===== config.mk =====
export PLATFORM = sky130hd
export DESIGN_NAME = isr_readout
export DESIGN_NICKNAME = d
export VERILOG_FILES = /design/src/core/isr_pkg.sv /design/src/core/isr_readout.sv
export SDC_FILE = /design/constraint.sdc
export NUM_CORES = 1
export LEC_CHECK = 0
export BUFFER_PORTS_ARGS = -buffer_cell sky130_fd_sc_hd__buf_2
export CAP_MARGIN = 20
export CORE_MARGIN = 2
export CORE_UTILIZATION = 45
export DETAILED_ROUTE_END_ITERATION = 16
export SLEW_MARGIN = 20
export SYNTH_ARGS = -nofsm -noshare
export SYNTH_HDL_FRONTEND = slang
export SYNTH_SLANG_ARGS = --single-unit

===== constraint.sdc =====
create_clock -name sys_clk -period 4.1 [get_ports sys_clk]
set_input_delay 0.615 -clock sys_clk [delete_from_list [all_inputs] [get_ports sys_clk]]
set_output_delay 0.615 -clock sys_clk [all_outputs]
set_load 0.02 [all_outputs]

===== src/core/isr_pkg.sv =====
package isr_pkg;
  localparam int ADDR_W = 4;
  localparam int DATA_W = 16;
  // Register indices on the plain port
  localparam logic [3:0] OFF_MARKER   = 4'h0;
  localparam logic [3:0] OFF_HSTART   = 4'h1;
  localparam logic [3:0] OFF_VSTART   = 4'h2;
  localparam logic [3:0] OFF_CORE     = 4'h3;
  localparam logic [3:0] OFF_AMP      = 4'h4;
  localparam logic [3:0] OFF_COARSE   = 4'h5;
  localparam logic [3:0] OFF_FINE     = 4'h6;
  localparam logic [3:0] OFF_CALLVL   = 4'h7;
  localparam logic [3:0] OFF_CONV     = 4'h8;
  localparam logic [3:0] OFF_NPIX     = 4'h9;
  localparam logic [3:0] OFF_NLINES   = 4'hA;
  localparam logic [3:0] OFF_STATUS   = 4'hB;
  // Reset values
  localparam logic [7:0]  RST_FINE    = 8'h80;
  localparam logic [7:0]  RST_BYTE    = 8'h00;
  localparam logic [15:0] RST_WORD    = 16'h0000;
  // Amplifier control fields
  localparam int AMP_UNITY  = 4;
  localparam int AMP_ONEOUT = 5;
  localparam int AMP_STBY   = 6;
  localparam int AMP_DLY_LO = 7;
  // Converter control fields
  localparam int CNV_STBY1  = 0;
  localparam int CNV_STBY2  = 1;
  localparam int CNV_ONE    = 2;
  localparam int CNV_SWITCH = 3;
  localparam int CNV_EXTCLK = 4;
  localparam int CNV_TRI    = 5;
  localparam int CNV_DLY_LO = 6;
  localparam int CNV_GAMMA  = 9;
  localparam int CNV_INVERT = 10;
  // Window and timing figures
  localparam logic [7:0]  H_START_MAX   = 8'd98;
  localparam logic [7:0]  V_START_MAX   = 8'd137;
  localparam logic [3:0]  DLY_CODE_BIAS = 4'd3;
  localparam int          DLY_TAPS      = 13;
  localparam int          ROW_BLANK_CYC = 142;
  localparam logic [7:0]  ROW_BLANK_LAST = 8'(ROW_BLANK_CYC - 1);

  typedef struct packed {
    logic       oddForce;
    logic       evenForce;
    logic [2:0] hSub;
    logic [2:0] vSub;
    logic [7:0] hStart;
    logic [7:0] vStart;
    logic [3:0] gainCode;
    logic       ampUnity;
    logic       path2Standby;
    logic       ampStandby;
    logic [1:0] ampClkDly;
    logic       ampClkInv;
    logic [7:0] coarse;
    logic [7:0] fine;
    logic [7:0] calLevel;
    logic       adc1Standby;
    logic       adc2Standby;
    logic [1:0] adcClkDly;
    logic       adcClkInv;
    logic       adcExtClkSel;
  } isr_ana_ctl_t;

  typedef enum logic [1:0] {SEQ_IDLE, SEQ_HOLD, SEQ_BLANK, SEQ_READ}
    isr_seq_t;
endpackage : isr_pkg


===== src/core/isr_readout.sv =====
// Implementation choices: the strobed register port and the placing of the registers.
`timescale 1ns/1ps
`default_nettype none
// Three-stage input synchroniser, change accepted when stages two and three agree
module isr_sync (
  input  wire logic sys_clk,
  input  wire logic rst_n,
  input  wire logic ce,
  input  wire logic pinIn,
  output logic      level
);
  logic [2:0] stage;

  // Stage 0 feeds stage 1 only
  always_ff @(posedge sys_clk) begin
    if (!rst_n) begin
      stage <= 3'h0;
      level <= 1'b0;
    end else if (ce) begin
      stage <= {stage[1:0], pinIn};
      if (stage[1] == stage[2]) level <= stage[2];
    end
  end
endmodule : isr_sync

module isr_readout (
  input  wire logic                 sys_clk,
  input  wire logic                 rst_n,
  input  wire logic                 ce,
  input  wire logic [3:0]           regAddr,
  input  wire logic [15:0]          regWdata,
  input  wire logic                 regWr,
  input  wire logic                 regRd,
  output logic [15:0]               regRdata,
  input  wire logic                 rowClock,
  input  wire logic                 frameStart,
  input  wire logic                 adcClkExt,
  input  wire logic [9:0]           adc1Result,
  input  wire logic [9:0]           adc2Result,
  output logic                      pixelValid,
  output logic                      endOfLine,
  output logic                      endOfFrame,
  output logic [9:0]                adcDataOut,
  output logic                      adcDataOe,
  output logic                      pixelClk,
  output isr_pkg::isr_ana_ctl_t     anaCtl
);
  logic [7:0]  markerDelay, hStart, vStart, coreCtl;
  logic [7:0]  coarse, fine, calLevel;
  logic [15:0] ampCtl, convCtl;
  logic [11:0] nrofPixels, nrofLines;
  logic        rowLvl, frameLvl, extLvl, rowLvlD, extLvlD;
  isr_pkg::isr_seq_t seqState;
  logic [7:0]  blankCnt;
  logic [11:0] pixCnt, lineCnt;
  logic        readHalf, frameArmed;
  logic        rawPv, rawEol, rawEof, eofPend, pvPrev;
  localparam int DLY_TAPS_W = isr_pkg::DLY_TAPS;
  logic [DLY_TAPS_W-1:0] pvPipe, eolPipe, eofPipe;
  logic [3:0]  pvCode, mkCode;
  logic [9:0]  muxWord, muxHold, shaped;

  // Pin inputs cross through the three-stage filter
  isr_sync uRow (.sys_clk(sys_clk), .rst_n(rst_n), .ce(ce),
                 .pinIn(rowClock), .level(rowLvl));
  isr_sync uFrm (.sys_clk(sys_clk), .rst_n(rst_n), .ce(ce),
                 .pinIn(frameStart), .level(frameLvl));
  isr_sync uExt (.sys_clk(sys_clk), .rst_n(rst_n), .ce(ce),
                 .pinIn(adcClkExt), .level(extLvl));

  // Register writes; window starts clamp to the last legal position
  always_ff @(posedge sys_clk) begin
    if (!rst_n) begin
      markerDelay <= isr_pkg::RST_BYTE;
      hStart      <= isr_pkg::RST_BYTE;
      vStart      <= isr_pkg::RST_BYTE;
      coreCtl     <= isr_pkg::RST_BYTE;
      ampCtl      <= isr_pkg::RST_WORD;
      coarse      <= isr_pkg::RST_BYTE;
      fine        <= isr_pkg::RST_FINE;
      calLevel    <= isr_pkg::RST_BYTE;
      convCtl     <= isr_pkg::RST_WORD;
      nrofPixels  <= 12'h000;
      nrofLines   <= 12'h000;
    end else if (ce && regWr) begin
      case (regAddr)
        isr_pkg::OFF_MARKER: markerDelay <= regWdata[7:0];
        isr_pkg::OFF_HSTART: hStart <= (regWdata[7:0] > isr_pkg::H_START_MAX)
                               ? isr_pkg::H_START_MAX : regWdata[7:0];
        isr_pkg::OFF_VSTART: vStart <= (regWdata[7:0] > isr_pkg::V_START_MAX)
                               ? isr_pkg::V_START_MAX : regWdata[7:0];
        isr_pkg::OFF_CORE:   coreCtl  <= regWdata[7:0];
        isr_pkg::OFF_AMP:    ampCtl   <= regWdata;
        isr_pkg::OFF_COARSE: coarse   <= regWdata[7:0];
        isr_pkg::OFF_FINE:   fine     <= regWdata[7:0];
        isr_pkg::OFF_CALLVL: calLevel <= regWdata[7:0];
        isr_pkg::OFF_CONV:   convCtl  <= regWdata;
        isr_pkg::OFF_NPIX:   nrofPixels <= regWdata[11:0];
        isr_pkg::OFF_NLINES: nrofLines  <= regWdata[11:0];
        default: ;
      endcase
    end
  end

  // Read data one cycle after the strobe; unmapped reads give zero
  always_ff @(posedge sys_clk) begin
    if (!rst_n) begin
      regRdata <= 16'h0000;
    end else if (ce) begin
      regRdata <= 16'h0000;
      if (regRd) begin
        case (regAddr)
          isr_pkg::OFF_MARKER: regRdata <= {8'h00, markerDelay};
          isr_pkg::OFF_HSTART: regRdata <= {8'h00, hStart};
          isr_pkg::OFF_VSTART: regRdata <= {8'h00, vStart};
          isr_pkg::OFF_CORE:   regRdata <= {8'h00, coreCtl};
          isr_pkg::OFF_AMP:    regRdata <= ampCtl;
          isr_pkg::OFF_COARSE: regRdata <= {8'h00, coarse};
          isr_pkg::OFF_FINE:   regRdata <= {8'h00, fine};
          isr_pkg::OFF_CALLVL: regRdata <= {8'h00, calLevel};
          isr_pkg::OFF_CONV:   regRdata <= convCtl;
          isr_pkg::OFF_NPIX:   regRdata <= {4'h0, nrofPixels};
          isr_pkg::OFF_NLINES: regRdata <= {4'h0, nrofLines};
          isr_pkg::OFF_STATUS: regRdata <= {2'(seqState), rawPv, frameArmed,
                                            lineCnt};
          default:             regRdata <= 16'h0000;
        endcase
      end
    end
  end

  // Analog control bundle, registered so every output leaves a flop
  always_ff @(posedge sys_clk) begin
    if (!rst_n) begin
      anaCtl <= '0;
    end else if (ce) begin
      anaCtl.oddForce     <= coreCtl[0];
      anaCtl.evenForce    <= coreCtl[1];
      anaCtl.hSub         <= coreCtl[4:2];
      anaCtl.vSub         <= coreCtl[7:5];
      anaCtl.hStart       <= hStart;
      anaCtl.vStart       <= vStart;
      // Gain is parked at zero while unity feedback bypasses it
      anaCtl.gainCode     <= ampCtl[isr_pkg::AMP_UNITY] ? 4'h0
                                                        : ampCtl[3:0];
      anaCtl.ampUnity     <= ampCtl[isr_pkg::AMP_UNITY];
      anaCtl.path2Standby <= ampCtl[isr_pkg::AMP_ONEOUT]
                           | ampCtl[isr_pkg::AMP_STBY];
      anaCtl.ampStandby   <= ampCtl[isr_pkg::AMP_STBY];
      anaCtl.ampClkDly    <= ampCtl[isr_pkg::AMP_DLY_LO +: 2];
      anaCtl.ampClkInv    <= ampCtl[isr_pkg::AMP_DLY_LO + 2];
      anaCtl.coarse       <= coarse;
      anaCtl.fine         <= fine;
      anaCtl.calLevel     <= calLevel;
      anaCtl.adc1Standby  <= convCtl[isr_pkg::CNV_STBY1];
      anaCtl.adc2Standby  <= convCtl[isr_pkg::CNV_STBY2];
      anaCtl.adcClkDly    <= convCtl[isr_pkg::CNV_DLY_LO +: 2];
      anaCtl.adcClkInv    <= convCtl[isr_pkg::CNV_DLY_LO + 2];
      anaCtl.adcExtClkSel <= convCtl[isr_pkg::CNV_EXTCLK];
    end
  end

  // Edge memory for row clock and external converter clock
  always_ff @(posedge sys_clk) begin
    if (!rst_n) begin
      rowLvlD <= 1'b0;
      extLvlD <= 1'b0;
    end else if (ce) begin
      rowLvlD <= rowLvl;
      extLvlD <= extLvl;
    end
  end

  // Row sequencer: held while row clock is high, then blanking, then readout
  always_ff @(posedge sys_clk) begin
    if (!rst_n) begin
      seqState <= isr_pkg::SEQ_IDLE;
      blankCnt <= 8'h00;
      pixCnt   <= 12'h000;
      readHalf <= 1'b0;
      rawPv    <= 1'b0;
    end else if (ce) begin
      case (seqState)
        isr_pkg::SEQ_IDLE: begin
          if (rowLvl) seqState <= isr_pkg::SEQ_HOLD;
        end
        isr_pkg::SEQ_HOLD: begin
          blankCnt <= 8'h00;
          if (!rowLvl) seqState <= isr_pkg::SEQ_BLANK;
        end
        isr_pkg::SEQ_BLANK: begin
          blankCnt <= blankCnt + 8'h01;
          if (rowLvl) begin
            seqState <= isr_pkg::SEQ_HOLD;
          end else if (blankCnt == isr_pkg::ROW_BLANK_LAST) begin
            seqState <= isr_pkg::SEQ_READ;
            rawPv    <= 1'b1;
            pixCnt   <= 12'h000;
            readHalf <= 1'b0;
          end
        end
        isr_pkg::SEQ_READ: begin
          // Two pixels per internal clock, which is half the system clock
          readHalf <= ~readHalf;
          if (readHalf) begin
            pixCnt <= pixCnt + 12'h001;
            if (pixCnt == nrofPixels) begin
              rawPv    <= 1'b0;
              seqState <= rowLvl ? isr_pkg::SEQ_HOLD : isr_pkg::SEQ_IDLE;
            end
          end
        end
        default: seqState <= isr_pkg::SEQ_IDLE;
      endcase
      if (frameLvl) begin
        seqState <= isr_pkg::SEQ_IDLE;
        rawPv    <= 1'b0;
      end
    end
  end

  // Line counting and the raw line and frame markers
  always_ff @(posedge sys_clk) begin
    if (!rst_n) begin
      lineCnt    <= 12'h000;
      frameArmed <= 1'b0;
      rawEol     <= 1'b0;
      rawEof     <= 1'b0;
      eofPend    <= 1'b0;
    end else if (ce) begin
      rawEol <= 1'b0;
      rawEof <= 1'b0;
      if (frameLvl) begin
        lineCnt    <= 12'h000;
        frameArmed <= 1'b1;
        eofPend    <= 1'b0;
      end else if (rowLvl && !rowLvlD) begin
        // First row clock of a frame addresses line zero
        frameArmed <= 1'b0;
        if (!frameArmed) lineCnt <= lineCnt + 12'h001;
      end
      // Marker one clock after pixel-valid falls
      if (seqState == isr_pkg::SEQ_READ && readHalf
          && pixCnt == nrofPixels && !frameLvl) begin
        eofPend <= (lineCnt == nrofLines);
      end
      // One clock after the fall, so eofPend already holds this row's verdict
      if (pvPrev && !rawPv) begin
        rawEol  <= 1'b1;
        rawEof  <= eofPend;
        eofPend <= 1'b0;
      end
    end
  end

  // Pixel-valid history feeding the marker stage
  always_ff @(posedge sys_clk) begin
    if (!rst_n) begin
      pvPrev <= 1'b0;
    end else if (ce) begin
      pvPrev <= rawPv;
    end
  end

  // Delay lines for the user-adjustable marker alignment
  always_ff @(posedge sys_clk) begin
    if (!rst_n) begin
      pvPipe  <= '0;
      eolPipe <= '0;
      eofPipe <= '0;
    end else if (ce) begin
      pvPipe  <= {pvPipe[DLY_TAPS_W-2:0], rawPv};
      eolPipe <= {eolPipe[DLY_TAPS_W-2:0], rawEol};
      eofPipe <= {eofPipe[DLY_TAPS_W-2:0], rawEof};
    end
  end

  assign pvCode = markerDelay[3:0];
  assign mkCode = markerDelay[7:4];

  // Tap select: codes below the bias take the undelayed marker
  always_ff @(posedge sys_clk) begin
    if (!rst_n) begin
      pixelValid <= 1'b0;
      endOfLine  <= 1'b0;
      endOfFrame <= 1'b0;
    end else if (ce) begin
      if (pvCode < isr_pkg::DLY_CODE_BIAS) pixelValid <= rawPv;
      else pixelValid <= pvPipe[pvCode - isr_pkg::DLY_CODE_BIAS];
      if (mkCode < isr_pkg::DLY_CODE_BIAS) begin
        endOfLine  <= rawEol;
        endOfFrame <= rawEof;
      end else begin
        endOfLine  <= eolPipe[mkCode - isr_pkg::DLY_CODE_BIAS];
        endOfFrame <= eofPipe[mkCode - isr_pkg::DLY_CODE_BIAS];
      end
    end
  end

  // Internal pixel clock at half the system clock
  always_ff @(posedge sys_clk) begin
    if (!rst_n) pixelClk <= 1'b0;
    else if (ce) pixelClk <= ~pixelClk;
  end

  // Companding curve: steep in the dark, flattened in the bright
  function automatic logic [9:0] isr_gamma(input logic [9:0] x);
    logic [9:0] y;
    y = 10'h000;
    if (x < 10'd128) y = {x[7:0], 2'b00};
    else if (x < 10'd384) y = 10'd384 + (x - 10'd128);
    else y = 10'd640 + 10'((x - 10'd384) >> 1);
    return y;
  endfunction : isr_gamma

  // Converter multiplex; selection follows the switch bit in single mode, else the internal or external ADC clock
  always_ff @(posedge sys_clk) begin
    if (!rst_n) begin
      muxWord <= 10'h000;
      muxHold <= 10'h000;
    end else if (ce) begin
      if (convCtl[isr_pkg::CNV_ONE]) begin
        muxWord <= convCtl[isr_pkg::CNV_SWITCH] ? adc2Result
                                                : adc1Result;
      end else if (convCtl[isr_pkg::CNV_EXTCLK]) begin
        muxWord <= extLvl ? adc2Result : adc1Result;
      end else begin
        muxWord <= pixelClk ? adc2Result : adc1Result;
      end
      // Hold stage gives one system clock, or half an external ADC clock
      if (!convCtl[isr_pkg::CNV_EXTCLK] || (extLvl != extLvlD))
        muxHold <= muxWord;
    end
  end

  assign shaped = convCtl[isr_pkg::CNV_GAMMA] ? isr_gamma(
                    (convCtl[isr_pkg::CNV_SWITCH] && !convCtl[isr_pkg::CNV_ONE])
                    ? muxHold : muxWord)
                  : ((convCtl[isr_pkg::CNV_SWITCH] && !convCtl[isr_pkg::CNV_ONE])
                    ? muxHold : muxWord);

  // Output word and drive enable
  always_ff @(posedge sys_clk) begin
    if (!rst_n) begin
      adcDataOut <= 10'h000;
      adcDataOe  <= 1'b0;
    end else if (ce) begin
      adcDataOut <= convCtl[isr_pkg::CNV_INVERT] ? ~shaped : shaped;
      adcDataOe  <= ~convCtl[isr_pkg::CNV_TRI];
    end
  end

  // Run of enabled cycles, so history-based checks see unfrozen time
  logic [3:0]  ceRun;
  logic [12:0] pvLen;
  always_ff @(posedge sys_clk) begin
    if (!rst_n) begin
      ceRun <= 4'h0;
      pvLen <= 13'h0000;
    end else begin
      ceRun <= !ce ? 4'h0 : (ceRun == 4'hF) ? ceRun : ceRun + 4'h1;
      if (ce) pvLen <= rawPv ? pvLen + 13'h0001 : 13'h0000;
    end
  end

  AST_PV_TAP13: assert property (@(posedge sys_clk) disable iff (!rst_n)
    (ceRun == 4'hF && pvCode == 4'hF && $stable(pvCode))
      |-> pixelValid == $past(rawPv, 14))
    else $error("pixel-valid not delayed by 13 at code F");
  AST_PV_NODELAY: assert property (@(posedge sys_clk) disable iff (!rst_n)
    (ceRun == 4'hF && pvCode == 4'h2 && $stable(pvCode))
      |-> pixelValid == $past(rawPv))
    else $error("pixel-valid delayed at code 2");
  AST_EOL_TAP: assert property (@(posedge sys_clk) disable iff (!rst_n)
    (ceRun == 4'hF && mkCode == 4'h4 && $stable(mkCode))
      |-> endOfLine == $past(rawEol, 3))
    else $error("end-of-line not delayed by 2 at code 4");
  AST_EOL_AFTER_PV: assert property (@(posedge sys_clk) disable iff (!rst_n)
    (ceRun == 4'hF && $rose(rawEol)) |-> $past(rawPv, 2) && !$past(rawPv))
    else $error("end-of-line not one clock after pixel-valid fall");
  AST_EOF_WITH_EOL: assert property (@(posedge sys_clk) disable iff (!rst_n)
    rawEof |-> rawEol && lineCnt == nrofLines)
    else $error("end-of-frame outside last line end");
  AST_PV_LEN: assert property (@(posedge sys_clk) disable iff (!rst_n)
    (ce && rawPv) |-> pvLen <= {nrofPixels, 1'b0} + 13'h0001)
    else $error("pixel-valid longer than the programmed row");
  AST_PV_COUNT: assert property (@(posedge sys_clk) disable iff (!rst_n)
    (ce && $fell(rawPv) && !$past(frameLvl) && ceRun == 4'hF)
      |-> $past(pvLen) == {nrofPixels, 1'b0} + 13'd1)
    else $error("row length differs from twice count plus two");
  AST_UNITY: assert property (@(posedge sys_clk) disable iff (!rst_n)
    (ce && $past(ce) && $past(ampCtl[isr_pkg::AMP_UNITY]))
      |-> anaCtl.ampUnity && anaCtl.gainCode == 4'h0)
    else $error("gain active during unity feedback");
  AST_PATH2: assert property (@(posedge sys_clk) disable iff (!rst_n)
    (ce && $past(ce) && $past(ampCtl[isr_pkg::AMP_ONEOUT]))
      |-> anaCtl.path2Standby)
    else $error("second path not idled in single-output mode");
  AST_TRISTATE: assert property (@(posedge sys_clk) disable iff (!rst_n)
    (ce && $past(ce) && $past(convCtl[isr_pkg::CNV_TRI])) |-> !adcDataOe)
    else $error("outputs driven while disabled");

  COV_ROW: cover property (@(posedge sys_clk) disable iff (!rst_n)
    $rose(rawPv) ##[1:1000] rawEol);
  COV_FRAME: cover property (@(posedge sys_clk) disable iff (!rst_n) rawEof);
  COV_DELAYED: cover property (@(posedge sys_clk) disable iff (!rst_n)
    pvCode == 4'hF && $rose(pixelValid));
endmodule : isr_readout
`default_nettype wire


* Word-level counts from Yosys, hierarchy flattened
Index checks and enable logic that the tools add are counted.
Operators by class: eq/ne operators 32, magnitude comparators 8, multiplexer cells 57, add/subtract/negate cells 9, bitwise logic cells 5, reductions and logical operators 43
Operator list (number):
- $pmux 16 s12 | 1
- $mux 10 | 10
- $mux 12 | 6
- $reduce_and 2->1 | 18
- $add 12x1->12 const B | 2
- $eq 12x12->1 | 2
- $pmux 12 s2 | 1
- $mux 1 | 21
- $eq 4x3->1 const B | 4
- $eq 4x4->1 const B | 4
- $mux 16 | 1
- $mux 8 | 2
- $pmux 8 s2 | 1
- $mux 2 | 7
- $bmux 1 s4 | 3
- $ne 3x2->1 const B | 4
- $reduce_and 6->1 | 2
- $add 10x9->10 const A | 1
- $add 9x10->10 const A | 1
- $lt 10x8->1 const B | 1
- $lt 10x9->1 const B | 1
- $lt 4x5->1 const B | 2
- $not 10->10 | 1
- $sub 10x8->10 const B | 1
- 32 further kinds | 57
Storage, ports and cells: bits of input ports 48, register bits after elaboration 321, logic and storage cells 216, output and inout bits 95

* Longest topological paths before layout
Gate-level depths: netlist (run 1).
depth in word-level cells 10, gate-level depth with buffers 9, depth with buffers taken out 8

* Hierarchy
From an unflattened synthesis (run 1), not the netlist that was laid out.
Unflattened totals: cell total of the unflattened synthesis 1620, area total of the unflattened synthesis 14380.0 um^2
Modules (own cells, without submodules):
- isr_readout | area each 13862.0 um^2, instances 1, seq. area each 6165.9 um^2, cells each 1569
- isr_sync | area each 172.7 um^2, instances 3, seq. area each 80.1 um^2, cells each 17

* Worst setup path after synthesis (run 1)
Ideal clock, no wire load.
path kind input-to-reg, from input regAddr[1], to register vStart[1], arrival 2.089 ns, cell stages on the path 9, buffers on the path 3, required time 4.035 ns, setup slack 1.946 ns, path through buf_2 > inv_1 > or3_1 > clkbuf_1 > or3_1 > clkbuf_1 > a21oi_1 > a22oi_1 > nor2_1
Between the ends: longest elaborated chain between the ends 2
RTL lines:
- from (decl) | line isr_readout.sv:30 | input wire logic [3:0] regAddr,
- $eq 4x2->1 | line isr_readout.sv:86 | case (regAddr)
- $reduce_and 2->1 (no source line)
- to (signal assigned) | line isr_readout.sv:76 | vStart <= isr_pkg::RST_BYTE;
- to (signal assigned) | line isr_readout.sv:90 | isr_pkg::OFF_VSTART: vStart <= (regWdata[7:0] > isr_pkg::V_START_MAX)
- to (decl) | line isr_readout.sv:48 | logic [7:0] markerDelay, hStart, vStart, coreCtl;
No other way between the ends. A chain may end at the register's enable or synchronous reset.

* Worst setup path in the final report (run 1)
from register convCtl[2], to register adcDataOut[5]
Between the ends: longest elaborated chain between the ends 10, elaborated cells between the ends (all ways) 14, classes of those cells add/sub (4); order compare (2); mux (5); bitwise (1); reduce/logical (2)
RTL lines:
- from (decl) | line isr_readout.sv:50 | logic [15:0] ampCtl, convCtl;
- from (signal assigned) | line isr_readout.sv:82 | convCtl <= isr_pkg::RST_WORD;
- from (signal assigned) | line isr_readout.sv:97 | isr_pkg::OFF_CONV: convCtl <= regWdata;
- $logic_not 1->1 (*) | line isr_readout.sv:337, isr_readout.sv:339
- $logic_and 1x1->1 (*) | line isr_readout.sv:337, isr_readout.sv:339
- $mux 10 (*) | line isr_readout.sv:338, isr_readout.sv:340
- $sub 10x9->10 or $sub 10x8->10 (tied branches) | line isr_readout.sv:312, isr_readout.sv:311
- $add 10x9->10 or $add 9x10->10 (tied branches) | line isr_readout.sv:312, isr_readout.sv:311
- $mux 10 | line isr_readout.sv:311 | else if (x < 10'd384) y = 10'd384 + (x - 10'd128);
- $mux 10 | line isr_readout.sv:310 | if (x < 10'd128) y = {x[7:0], 2'b00};
- $mux 10 (*) | line isr_readout.sv:336 | assign shaped = convCtl[isr_pkg::CNV_GAMMA] ? isr_gamma(
- $not 10->10 | line isr_readout.sv:348 | adcDataOut <= convCtl[isr_pkg::CNV_INVERT] ? ~shaped : shaped;
- $mux 10 (*) | line isr_readout.sv:348
- to (signal assigned) | line isr_readout.sv:348
- to (decl) | line isr_readout.sv:43 | output logic [9:0] adcDataOut,
Every way passes the cells marked *; elsewhere a longest branch is shown, timed or not.

==> results of run 1 <==
area by class of cell:
cell class                      instances  area share [%]
Timing Repair Buffer                  163            5.38
Clock buffer                           52            6.36
Sequential cell                       320            38.7
Tap cell                              402            3.04
Clock inverter                         11            1.01
Multi-Input combinational cell       1130            45.1
Inverter                               14           0.363
final timing paths:
path | depth (start not counted) | slack, ps | to
max | 6 | 1220 | adcDataOut[5]$_SDFFE_PN0P_
min | 3 | 350 | uFrm.stage[0]$_SDFFE_PN0P_
max reg2reg | 6 | 1220 | adcDataOut[5]$_SDFFE_PN0P_
min reg2reg | 2 | 460 | convCtl[14]$_SDFFE_PN0P_
per-layer routing:
| metal | wire, um | GRT usage [%] | up-vias | share of wire [%] |
|---|---|---|---|---|
| li1 | - | - | 5718 | - |
| met1 | 18900 | 32.9 | 5647 | 47 |
| met2 | 18100 | 37.4 | 306 | 45 |
| met3 | 2040 | 3.49 | 57 | 5.1 |
| met4 | 944 | 6.71 | 0 | 2.4 |
| met5 | 0 | 0 | - | 0 |
synthesized netlist by cell type (all sizes together) (10+ instances only):
| master | instances | area share, % |
|---|---|---|
| a211oi | 18 | 0.94 |
| a21oi | 92 | 3.2 |
| a22o | 11 | 0.67 |
| a22oi | 33 | 1.7 |
| buf | 35 | 1.2 |
| clkbuf | 75 | 2.0 |
| dfxtp | 320 | 45 |
| ha | 10 | 0.87 |
| inv | 13 | 0.34 |
| mux2 | 11 | 0.89 |
| mux2i | 218 | 15 |
| mux4 | 15 | 2.4 |
| nand2 | 138 | 3.6 |
| nand3 | 32 | 1.1 |
| nand3b | 10 | 0.52 |
| nand4 | 13 | 0.57 |
| nor2 | 277 | 7.4 |
| nor2b | 18 | 0.78 |
| nor3 | 18 | 0.66 |
| o21ai | 34 | 1.3 |
| xnor2 | 22 | 1.3 |
| xor2 | 27 | 1.6 |
cell usage in the layout (no fill, tap or decap), types with 20 or more instances in the layout:
cell / synthesis / layout
o21ai_0: 32 / 32
a21oi_1: 92 / 91
buf_4: 0 / 20
nor2_1: 272 / 272
nand3_1: 31 / 31
nand2_1: 138 / 138
xnor2_1: 22 / 22
xor2_1: 27 / 27
mux2i_1: 218 / 218
clkbuf_16: 0 / 37
a22oi_1: 33 / 33
dfxtp_1: 320 / 320
buf_2: 25 / 141
metrics by stage:
stage | std cells | worst slack (ps) | utilization [%]
after floorplan | 1574 | 1950 | -
after global placement | 2029 | 1140 | 48.7
after detailed placement | 2029 | 1120 | 48.7
after CTS | 2092 | 1210 | 52.6
after global routing | 2092 | 969 | 52.6
final | 2092 | 1220 | 52.6
power breakdown:
part           leakage, nW  switching, W  total (W)  internal (W)
registers             2.59     0.0000362    0.00318       0.00315
logic                 3.59      0.000272   0.000409      0.000137
clock network        0.602       0.00127    0.00331       0.00204
cell families (layout without fill, tap and decap cells):
kind of cell             count (synthesis)  in the layout  share of synthesized area, %
AND/OR/NAND/NOR                        557            557                          17.0
flip-flops                             320            320                          44.6
AO/OA/AOI/OAI                          270            270                          12.6
multiplexers                           244            244                          18.5
buffers and inverters                  124            240                          3.52
XOR/XNOR                                49             49                          2.99
adder cells (fa/ha/maj)                 10             10                         0.870
worst max-delay path, stage by stage, from the launching register on:
cell and delay, ps:
dfxtp_1 510, nand2b_1 790, mux2i_1 590, nand3_2 240
o22a_1 260, o211a_1 130, a221o_1 250
state kept, by name, indices dropped and copies added, names as in the netlist, 8 cells and up:
register     flops
eolPipe         13
hStart           8
ampCtl          16
blankCnt         8
convCtl         16
markerDelay      8
nrofLines       12
coarse           8
lineCnt         12
muxHold         10
pixCnt          12
pvPipe          13
coreCtl          8
vStart           8
adcDataOut      10
nrofPixels      12
muxWord         10
eofPipe         13
anaCtl          64
fine             8
regRdata        16
calLevel         8
==> run metrics, run 1 <==
crit-path max FO=18; CP Class=register to register; synthesis-to-finish area growth=15.1%; CTS clk-pin slew, worst paths=60 ps; WL final=40,000 um; # fillers=2,944; via count=11,700; worst hold path class=primary input to register; number of global-route vias before repair=10,800; CTS tree=yes; setup tns final=0 ps; Netlist cell types=74; post_cts resized=0; final antenna-violating net count=0; post-synthesis register bit count=320; crit path time final=2880 ps; Pwr Density=417 mW/mm^2; # rows=65; Port Buf Inserts=142; Worst Tran Pin Value=948 ps; Num CTS Buffers=37; Synth Flop Type=dfxtp_1; Post-synth EDFFs=0; Post-Syn Instances=1,574; RSZ-0062 raised after global routing=no; CP endpoint kind=register; total of max-cap violations=0; clock tree buffer depth=3; fraction of final layout cells sized beyond drive strength 1=15.3%; footprint of the multi-input gates=0.00747 mm^2; final setup violation count=0; Ys Warns=0; routed len/inst=19.1 um; Post-CTS Setup Inserts=0; largest net degree at the start of global routing=109; Leak=6.77 nW; status=completed; Initial Util=45.7%; design area=0.0165 mm^2; DP Wirelength=27,900 um; Post-CTS Hold Buffers=0; initial DRC count=852; Final nets=1,724; relative slew slack=36.8%; FFs w/ async S/R, synth=0%; RR Startpoint=convCtl[2]$_SDFFE_PN0P_; ANT cells=0; share of the yosys chip area belonging to registers=44.6%; Register Area=0.00641 mm^2; Worst Hold Launch=frameStart; die span in y=183 um; clock sink count=320; die width=183 um; Post-DP Area=0.0153 mm^2; period utilisation layout=70.2%; Peak VDD IR=0.301 mV; Hold WS=352 ps; CP startpoint=convCtl[2]$_SDFFE_PN0P_; H-tree levels=2; critical path arrival=3270 ps; max-slew violations=0; CTS Root Cell=clkbuf_16; initial antenna violation count=0; GR Overflow Total=0; Skew-Pair Late Insertion Delay=520 ps; total die area=0.0334 mm^2; mapped cell area=0.0144 mm^2; DR pass1 iterations=5; clk_skew=19.3 ps; Worst Path Required=4490 ps; syn nets=1,632; first-pass GRT wire length=62,000 um; CP Launch Type=register; Peak Freq=347 MHz; IO Pins=143; Mean Syn Cell Area=9.13 um^2; GRT Overall Usage=23.4%; Post-route DRC=0; Overall Power=0.00690 W; Final Wtd Congestion=0.925; Core Region=0.0315 mm^2; Fin. Hold Viols=0; Via density=5.61
No activity file was read; power rests on OpenSTA's default activity.
==> run 2: changes to the inputs <==
--- a/config.mk
+++ b/config.mk
@@ -10,6 +10,7 @@
 export CORE_MARGIN = 2
 export CORE_UTILIZATION = 45
 export DETAILED_ROUTE_END_ITERATION = 16
+export PLACE_DENSITY = 0.66
 export SLEW_MARGIN = 20
 export SYNTH_ARGS = -nofsm -noshare
 export SYNTH_HDL_FRONTEND = slang
==> constraint.sdc (replaced) <==
create_clock -name sys_clk -period 2.6 [get_ports sys_clk]
set_input_delay 0.39 -clock sys_clk [delete_from_list [all_inputs] [get_ports sys_clk]]
set_output_delay 0.39 -clock sys_clk [all_outputs]
set_load 0.02 [all_outputs]
==> run 2 against run 1 <==
Cell count is 1.1% higher. Largest power group unchanged. Highest routed layer unchanged. Routed wire length is 2.4% higher. Worst hold slack worse by 220 ps. Critical path type unchanged.
==> run metrics, run 2 (synthesized netlist as in run 1, its figures left out) <==
DR pass1 iterations=7 (+2); first-pass GRT wire length=63,500 um (+2.4%); Overall Power=0.0107 W (+55%); IO Pins=143 (unchanged); largest reg by FF count=anaCtl; fraction of final layout cells sized beyond drive strength 1=16.3% (+1.0 points); clk_skew=10.6 ps (-8.69 ps); WL final=40,900 um (+2.4%); largest net degree at the start of global routing=114 (+4.6%); Final nets=1,747 (+1.3%); max FFs per register=64 (unchanged); Crit-path slowest cell=dfxtp_1; total die area=0.0334 mm^2 (unchanged); Post-route DRC=0 (unchanged); clock sink count=320 (unchanged); Worst Tran Pin Value=802 ps (-146 ps); number of global-route vias before repair=11,300 (+4.2%); Final Wtd Congestion=0.941 (+1.7%); status=completed; die width=183 um (unchanged); Leak=6.89 nW (+1.7%); worst hold path class=primary input to register; worst-path cell chain=ha_1 > nor2b_1 > a31oi_1 > nor2_1 > nand2_1 > or3_1 > a21oi_1; synthesis-to-finish area growth=16.3%; routed len/inst=19.3 um (+1.2%); CTS clk-pin slew, worst paths=60 ps (about the same); via count=12,100 (+2.8%); GRT Overall Usage=24.2% (+0.76 points); final antenna-violating net count=0 (unchanged); most frequent cells in the layout=320 x dfxtp_1, 272 x nor2_1, 218 x mux2i_1, 141 x buf_2, 138 x nand2_1; reg2reg path depth=7 (+1); commonest non-fill, non-tap cell in the layout=dfxtp_1; Worst Path Required=3040 ps (-1450 ps); period utilisation layout=89.2% (+19 points); max-slew violations=0 (unchanged); clock tree buffer depth=3 (unchanged); Pwr Density=642 mW/mm^2 (+54%); Post-CTS Setup Inserts=0 (unchanged); Fin. Hold Viols=0 (unchanged); RSZ-0062 raised after global routing=no; Port Buf Inserts=142 (unchanged); critical path arrival=2760 ps (-510 ps); initial DRC count=908 (+6.6%); crit-path max cell delay=460 ps (-330 ps); total of max-cap violations=0 (unchanged); Peak VDD IR=0.399 mV (+33%); relative slew slack=46.4% (+9.6 points); Num CTS Buffers=35 (-5.4%); CP Class=register to register; CTS tree=yes; DP Wirelength=28,700 um (+2.8%); die span in y=183 um (unchanged); Skew-Pair Late Insertion Delay=510 ps (about the same); Via density=5.70 (+1.6%); H-tree levels=2 (unchanged); final setup violation count=0 (unchanged); # rows=65 (unchanged); GR Overflow Total=0 (unchanged); CP endpoint kind=register; crit path time final=2320 ps (-559 ps); crit-path max FO=7 (-11); initial antenna violation count=1 (+1); post_cts resized=0 (unchanged); Initial Util=45.7% (unchanged); Worst Hold Path Cells=3 (unchanged); CP Launch Type=register; Core Region=0.0315 mm^2 (unchanged); Post-CTS Hold Buffers=0 (unchanged); CTS Root Cell=clkbuf_16; setup tns final=0 ps (unchanged); Peak Freq=431 MHz (+24%)
[run 2: final timing paths]
kind | start | to | slack (ps)
max | seqState[1]$_SDFFE_PN0P_ | pixCnt[8]$_SDFFE_PN0P_ | 280
min | regWdata[14] | ampCtl[14]$_SDFFE_PN0P_ | 130
max reg2reg | seqState[1]$_SDFFE_PN0P_ | pixCnt[8]$_SDFFE_PN0P_ | 280
min reg2reg | ampCtl[15]$_SDFFE_PN0P_ | ampCtl[15]$_SDFFE_PN0P_ | 460
[run 2: per-layer routing]
metal	wire, um	track usage, %	vias up
met5	0	0	-
met4	1580	9.97	0
met3	3170	5.02	96
met1	18200	33.1	5766
met2	18000	37.2	415
li1	-	-	5776
[run 2: area by class of cell]
class | count | area, um^2
clock buffer | 54 | 1060
antenna | 1 | 2.50
fill | 2932 | 14700
tap | 402 | 503
timing repair buffer | 188 | 1110
multi-input combinational | 1130 | 7470
sequential | 320 | 6410
clock inverter | 7 | 110
inverter | 14 | 60.1
[run 2: worst max-delay path: cells and delay by family, from the launching register on]
kind,cells,cell delay (ps)
simple gates,4,1220
compound gates,2,300
flops,1,460
fa+ha+maj,1,260
[run 2: through the flow]
step / instance area, um^2 / instances / hold WS, ps / util, % / setup WS, ps
final: 16700 / 2116 / 131 / 53.1 / 281
after global routing: 16700 / 2115 / 132 / 53.1 / 125
after CTS: 16700 / 2115 / 121 / 53.1 / 330
after detailed placement: 15600 / 2054 / 448 / 49.4 / 369
after global placement: 15600 / 2054 / 444 / 49.4 / 402
after floorplan: 14400 / 1574 / 433 / - / 564
[run 2: where the power goes]
group | total (W) | leakage (nW) | switching [W] | internal (W)
sequential | 0.00502 | 2.59 | 0.0000582 | 0.00496
combinational | 0.000678 | 3.72 | 0.000443 | 0.000235
clock | 0.00504 | 0.576 | 0.00194 | 0.00310
total | 0.0107 | 6.89 | 0.00244 | 0.00829
==> run 3: changes to the inputs <==
--- a/config.mk
+++ b/config.mk
@@ -5,12 +5,11 @@
 export SDC_FILE = /design/constraint.sdc
 export NUM_CORES = 1
 export LEC_CHECK = 0
-export BUFFER_PORTS_ARGS = -buffer_cell sky130_fd_sc_hd__buf_2
 export CAP_MARGIN = 20
 export CORE_MARGIN = 2
 export CORE_UTILIZATION = 45
 export DETAILED_ROUTE_END_ITERATION = 16
-export PLACE_DENSITY = 0.66
+export DONT_BUFFER_PORTS = 1
 export SLEW_MARGIN = 20
 export SYNTH_ARGS = -nofsm -noshare
 export SYNTH_HDL_FRONTEND = slang
==> run 3 against run 2 <==
Worst setup slack got worse by 22 ps. Sequential power is essentially flat. Critical path depth fell by 1. First-iteration DRC count up 24%. Via count is 4.3% lower. Cell area is 3.8% lower. Cell count decreased by 6.7%. Flip-flop and latch count is the same. Register-to-register slack gained 30 ps. Critical endpoint is now fine[7]$_SDFFE_PN1P_. Largest cell class unchanged.
==> run metrics, run 3 (synthesized netlist as in run 1, its figures left out) <==
CP Launch Type=primary input; Via density=5.84 (+2.5%); clock sink count=320 (unchanged); total die area=0.0334 mm^2 (unchanged); most used cell, CP=nand2_1; crit-path max cell delay=580 ps (+120 ps); RSZ-0062 raised after global routing=no; Peak VDD IR=0.438 mV (+9.8%); CP Class=primary input to register; routed len/inst=21.0 um (+8.8%); Worst Path Required=3010 ps (-30 ps); IO Pins=143 (unchanged); crit-path max FO=173 (+166); Skew-Pair Late Insertion Delay=540 ps (+30 ps); Post-route DRC=0 (unchanged); most frequent cells in the layout=320 x dfxtp_1, 272 x nor2_1, 218 x mux2i_1, 138 x nand2_1, 92 x a21oi_1; Final Wtd Congestion=0.924 (-1.8%); ANT cells=0 (-1); Crit path max-delay family=simple AND/OR/NAND/NOR gates; DR pass1 iterations=5 (-2); initial antenna violation count=0 (-1); critical path arrival=2750 ps (about the same); largest net degree at the start of global routing=174 (+53%); die width=183 um (unchanged); synthesis-to-finish area growth=12.0%; CTS clk-pin slew, worst paths=60 ps (about the same); Final nets=1,606 (-8.1%); max FFs per register=64 (unchanged); GRT Overall Usage=24.5% (+0.29 points); total of max-cap violations=0 (unchanged); via count=11,500 (-4.3%); Num CTS Buffers=37 (+5.7%); Port Buf Inserts=0 (-100%); Post-DP Area=0.0146 mm^2 (-5.8%); clk_skew=26.9 ps (+16.3 ps); footprint of the multi-input gates=0.00747 mm^2 (about the same); Fin. Hold Viols=0 (unchanged); # fillers=2,950 (+0.61%); fraction of final layout cells sized beyond drive strength 1=7.82% (-8.5 points); H-tree levels=2 (unchanged); relative slew slack=44.6% (-1.7 points); worst hold path class=primary input to register; commonest non-fill, non-tap cell in the layout=dfxtp_1; worst-path cell chain=nand2_1 > or3_1 > nor2_2 > mux2i_1 > nand2_1 > dlygate4sd3_1; clock tree buffer depth=3 (unchanged); CTS tree=yes; Post-CTS Setup Inserts=0 (unchanged); CP Buf/Inv Count=1 (+1); Crit-path slowest cell=dlygate4sd3_1; Leak=6.18 nW (-10%); CTS Root Cell=clkbuf_16; final setup violation count=0 (unchanged); first-pass GRT wire length=63,600 um (+0.16%); Register Area=0.00641 mm^2 (unchanged); final antenna-violating net count=0 (unchanged); WL final=41,500 um (+1.5%); Pwr Density=672 mW/mm^2 (+4.7%); status=completed; Worst R2R Setup Slack=310 ps (+30 ps); crit path time final=2340 ps (+22.2 ps); # rows=65 (unchanged); design area=0.0161 mm^2 (-3.8%); max-slew violations=0 (unchanged); Worst Tran Pin Value=829 ps (+26.4 ps); CP endpoint kind=register; DP Wirelength=28,000 um (-2.4%); die span in y=183 um (unchanged); Peak Freq=427 MHz (-0.95%); Core Region=0.0315 mm^2 (unchanged); number of global-route vias before repair=10,700 (-5.3%); largest reg by FF count=anaCtl; Initial Util=45.7% (unchanged); setup tns final=0 ps (unchanged); GR Overflow Total=0 (unchanged); Overall Power=0.0108 W (+0.76%); period utilisation layout=90.1% (+0.85 points); initial DRC count=1,126 (+24%)
[run 3: cell types whose count changed in the layout (fill, tap and decap cells not counted)]
cell and delta:
buf_4 -18, clkinv_8 +1, diode_2 -1, clkbuf_1 -3
buf_12 -3, inv_16 +1, buf_2 -141, dlygate4sd3_1 +20
nor3b_2 +1, nor3b_1 -1, clkinv_4 +2, clkinv_2 -1
clkinvlp_4 +1, clkbuf_16 +1
[run 3: stage by stage]
step	cells	utilization (%)	hold slack, ps	setup slack [ps]
after floorplan	1574	-	433	564
after global placement	1891	46.5	444	405
after detailed placement	1891	46.5	448	340
after CTS	1973	51.1	0.00511	330
after global routing	1975	51.1	2.22	163
final	1975	51.1	4.15	258
[run 3: worst paths after layout]
kind                                 start                         end  depth (start not counted)
hold reg to reg   convCtl[15]$_SDFFE_PN0P_    convCtl[15]$_SDFFE_PN0P_                          2
setup reg to reg   convCtl[3]$_SDFFE_PN0P_  adcDataOut[1]$_SDFFE_PN0P_                          6
setup / recovery                        ce        fine[7]$_SDFFE_PN1P_                          6
hold / removal                 regWdata[4]      coarse[4]$_SDFFE_PN0P_                          2
[run 3: repair_timing]
| action | 4_1_cts | 5_1_grt |
|---|---|---|
| hold endpoints to repair | 42 | 2 |
| gates resized for setup | 0 | 0 |
| hold buffers | 18 | 2 |
[run 3: metal layers]
metal  GRT usage [%]  part of all wire [%]
met4            9.29                   3.7
met5               0                     0
met2            37.6                    44
met1            33.1                    44
met3            6.27                   9.2
[run 3: cell type report]
| type | count | share of cell area (%) |
|---|---|---|
| Clock buffer | 53 | 6.75 |
| Inverter | 14 | 0.373 |
| Sequential cell | 320 | 39.8 |
| Tap cell | 402 | 3.12 |
| Clock inverter | 11 | 1.03 |
| Timing Repair Buffer | 45 | 2.49 |
| Multi-Input combinational cell | 1130 | 46.4 |
[run 3: power by group]
group	switching (W)	total [W]	leakage, nW	internal [W]
Clock	0.00209	0.00531	0.613	0.00322
Combinational	0.000262	0.000455	2.98	0.000194
Sequential	0.0000868	0.00505	2.59	0.00496
Total	0.00244	0.0108	6.18	0.00838
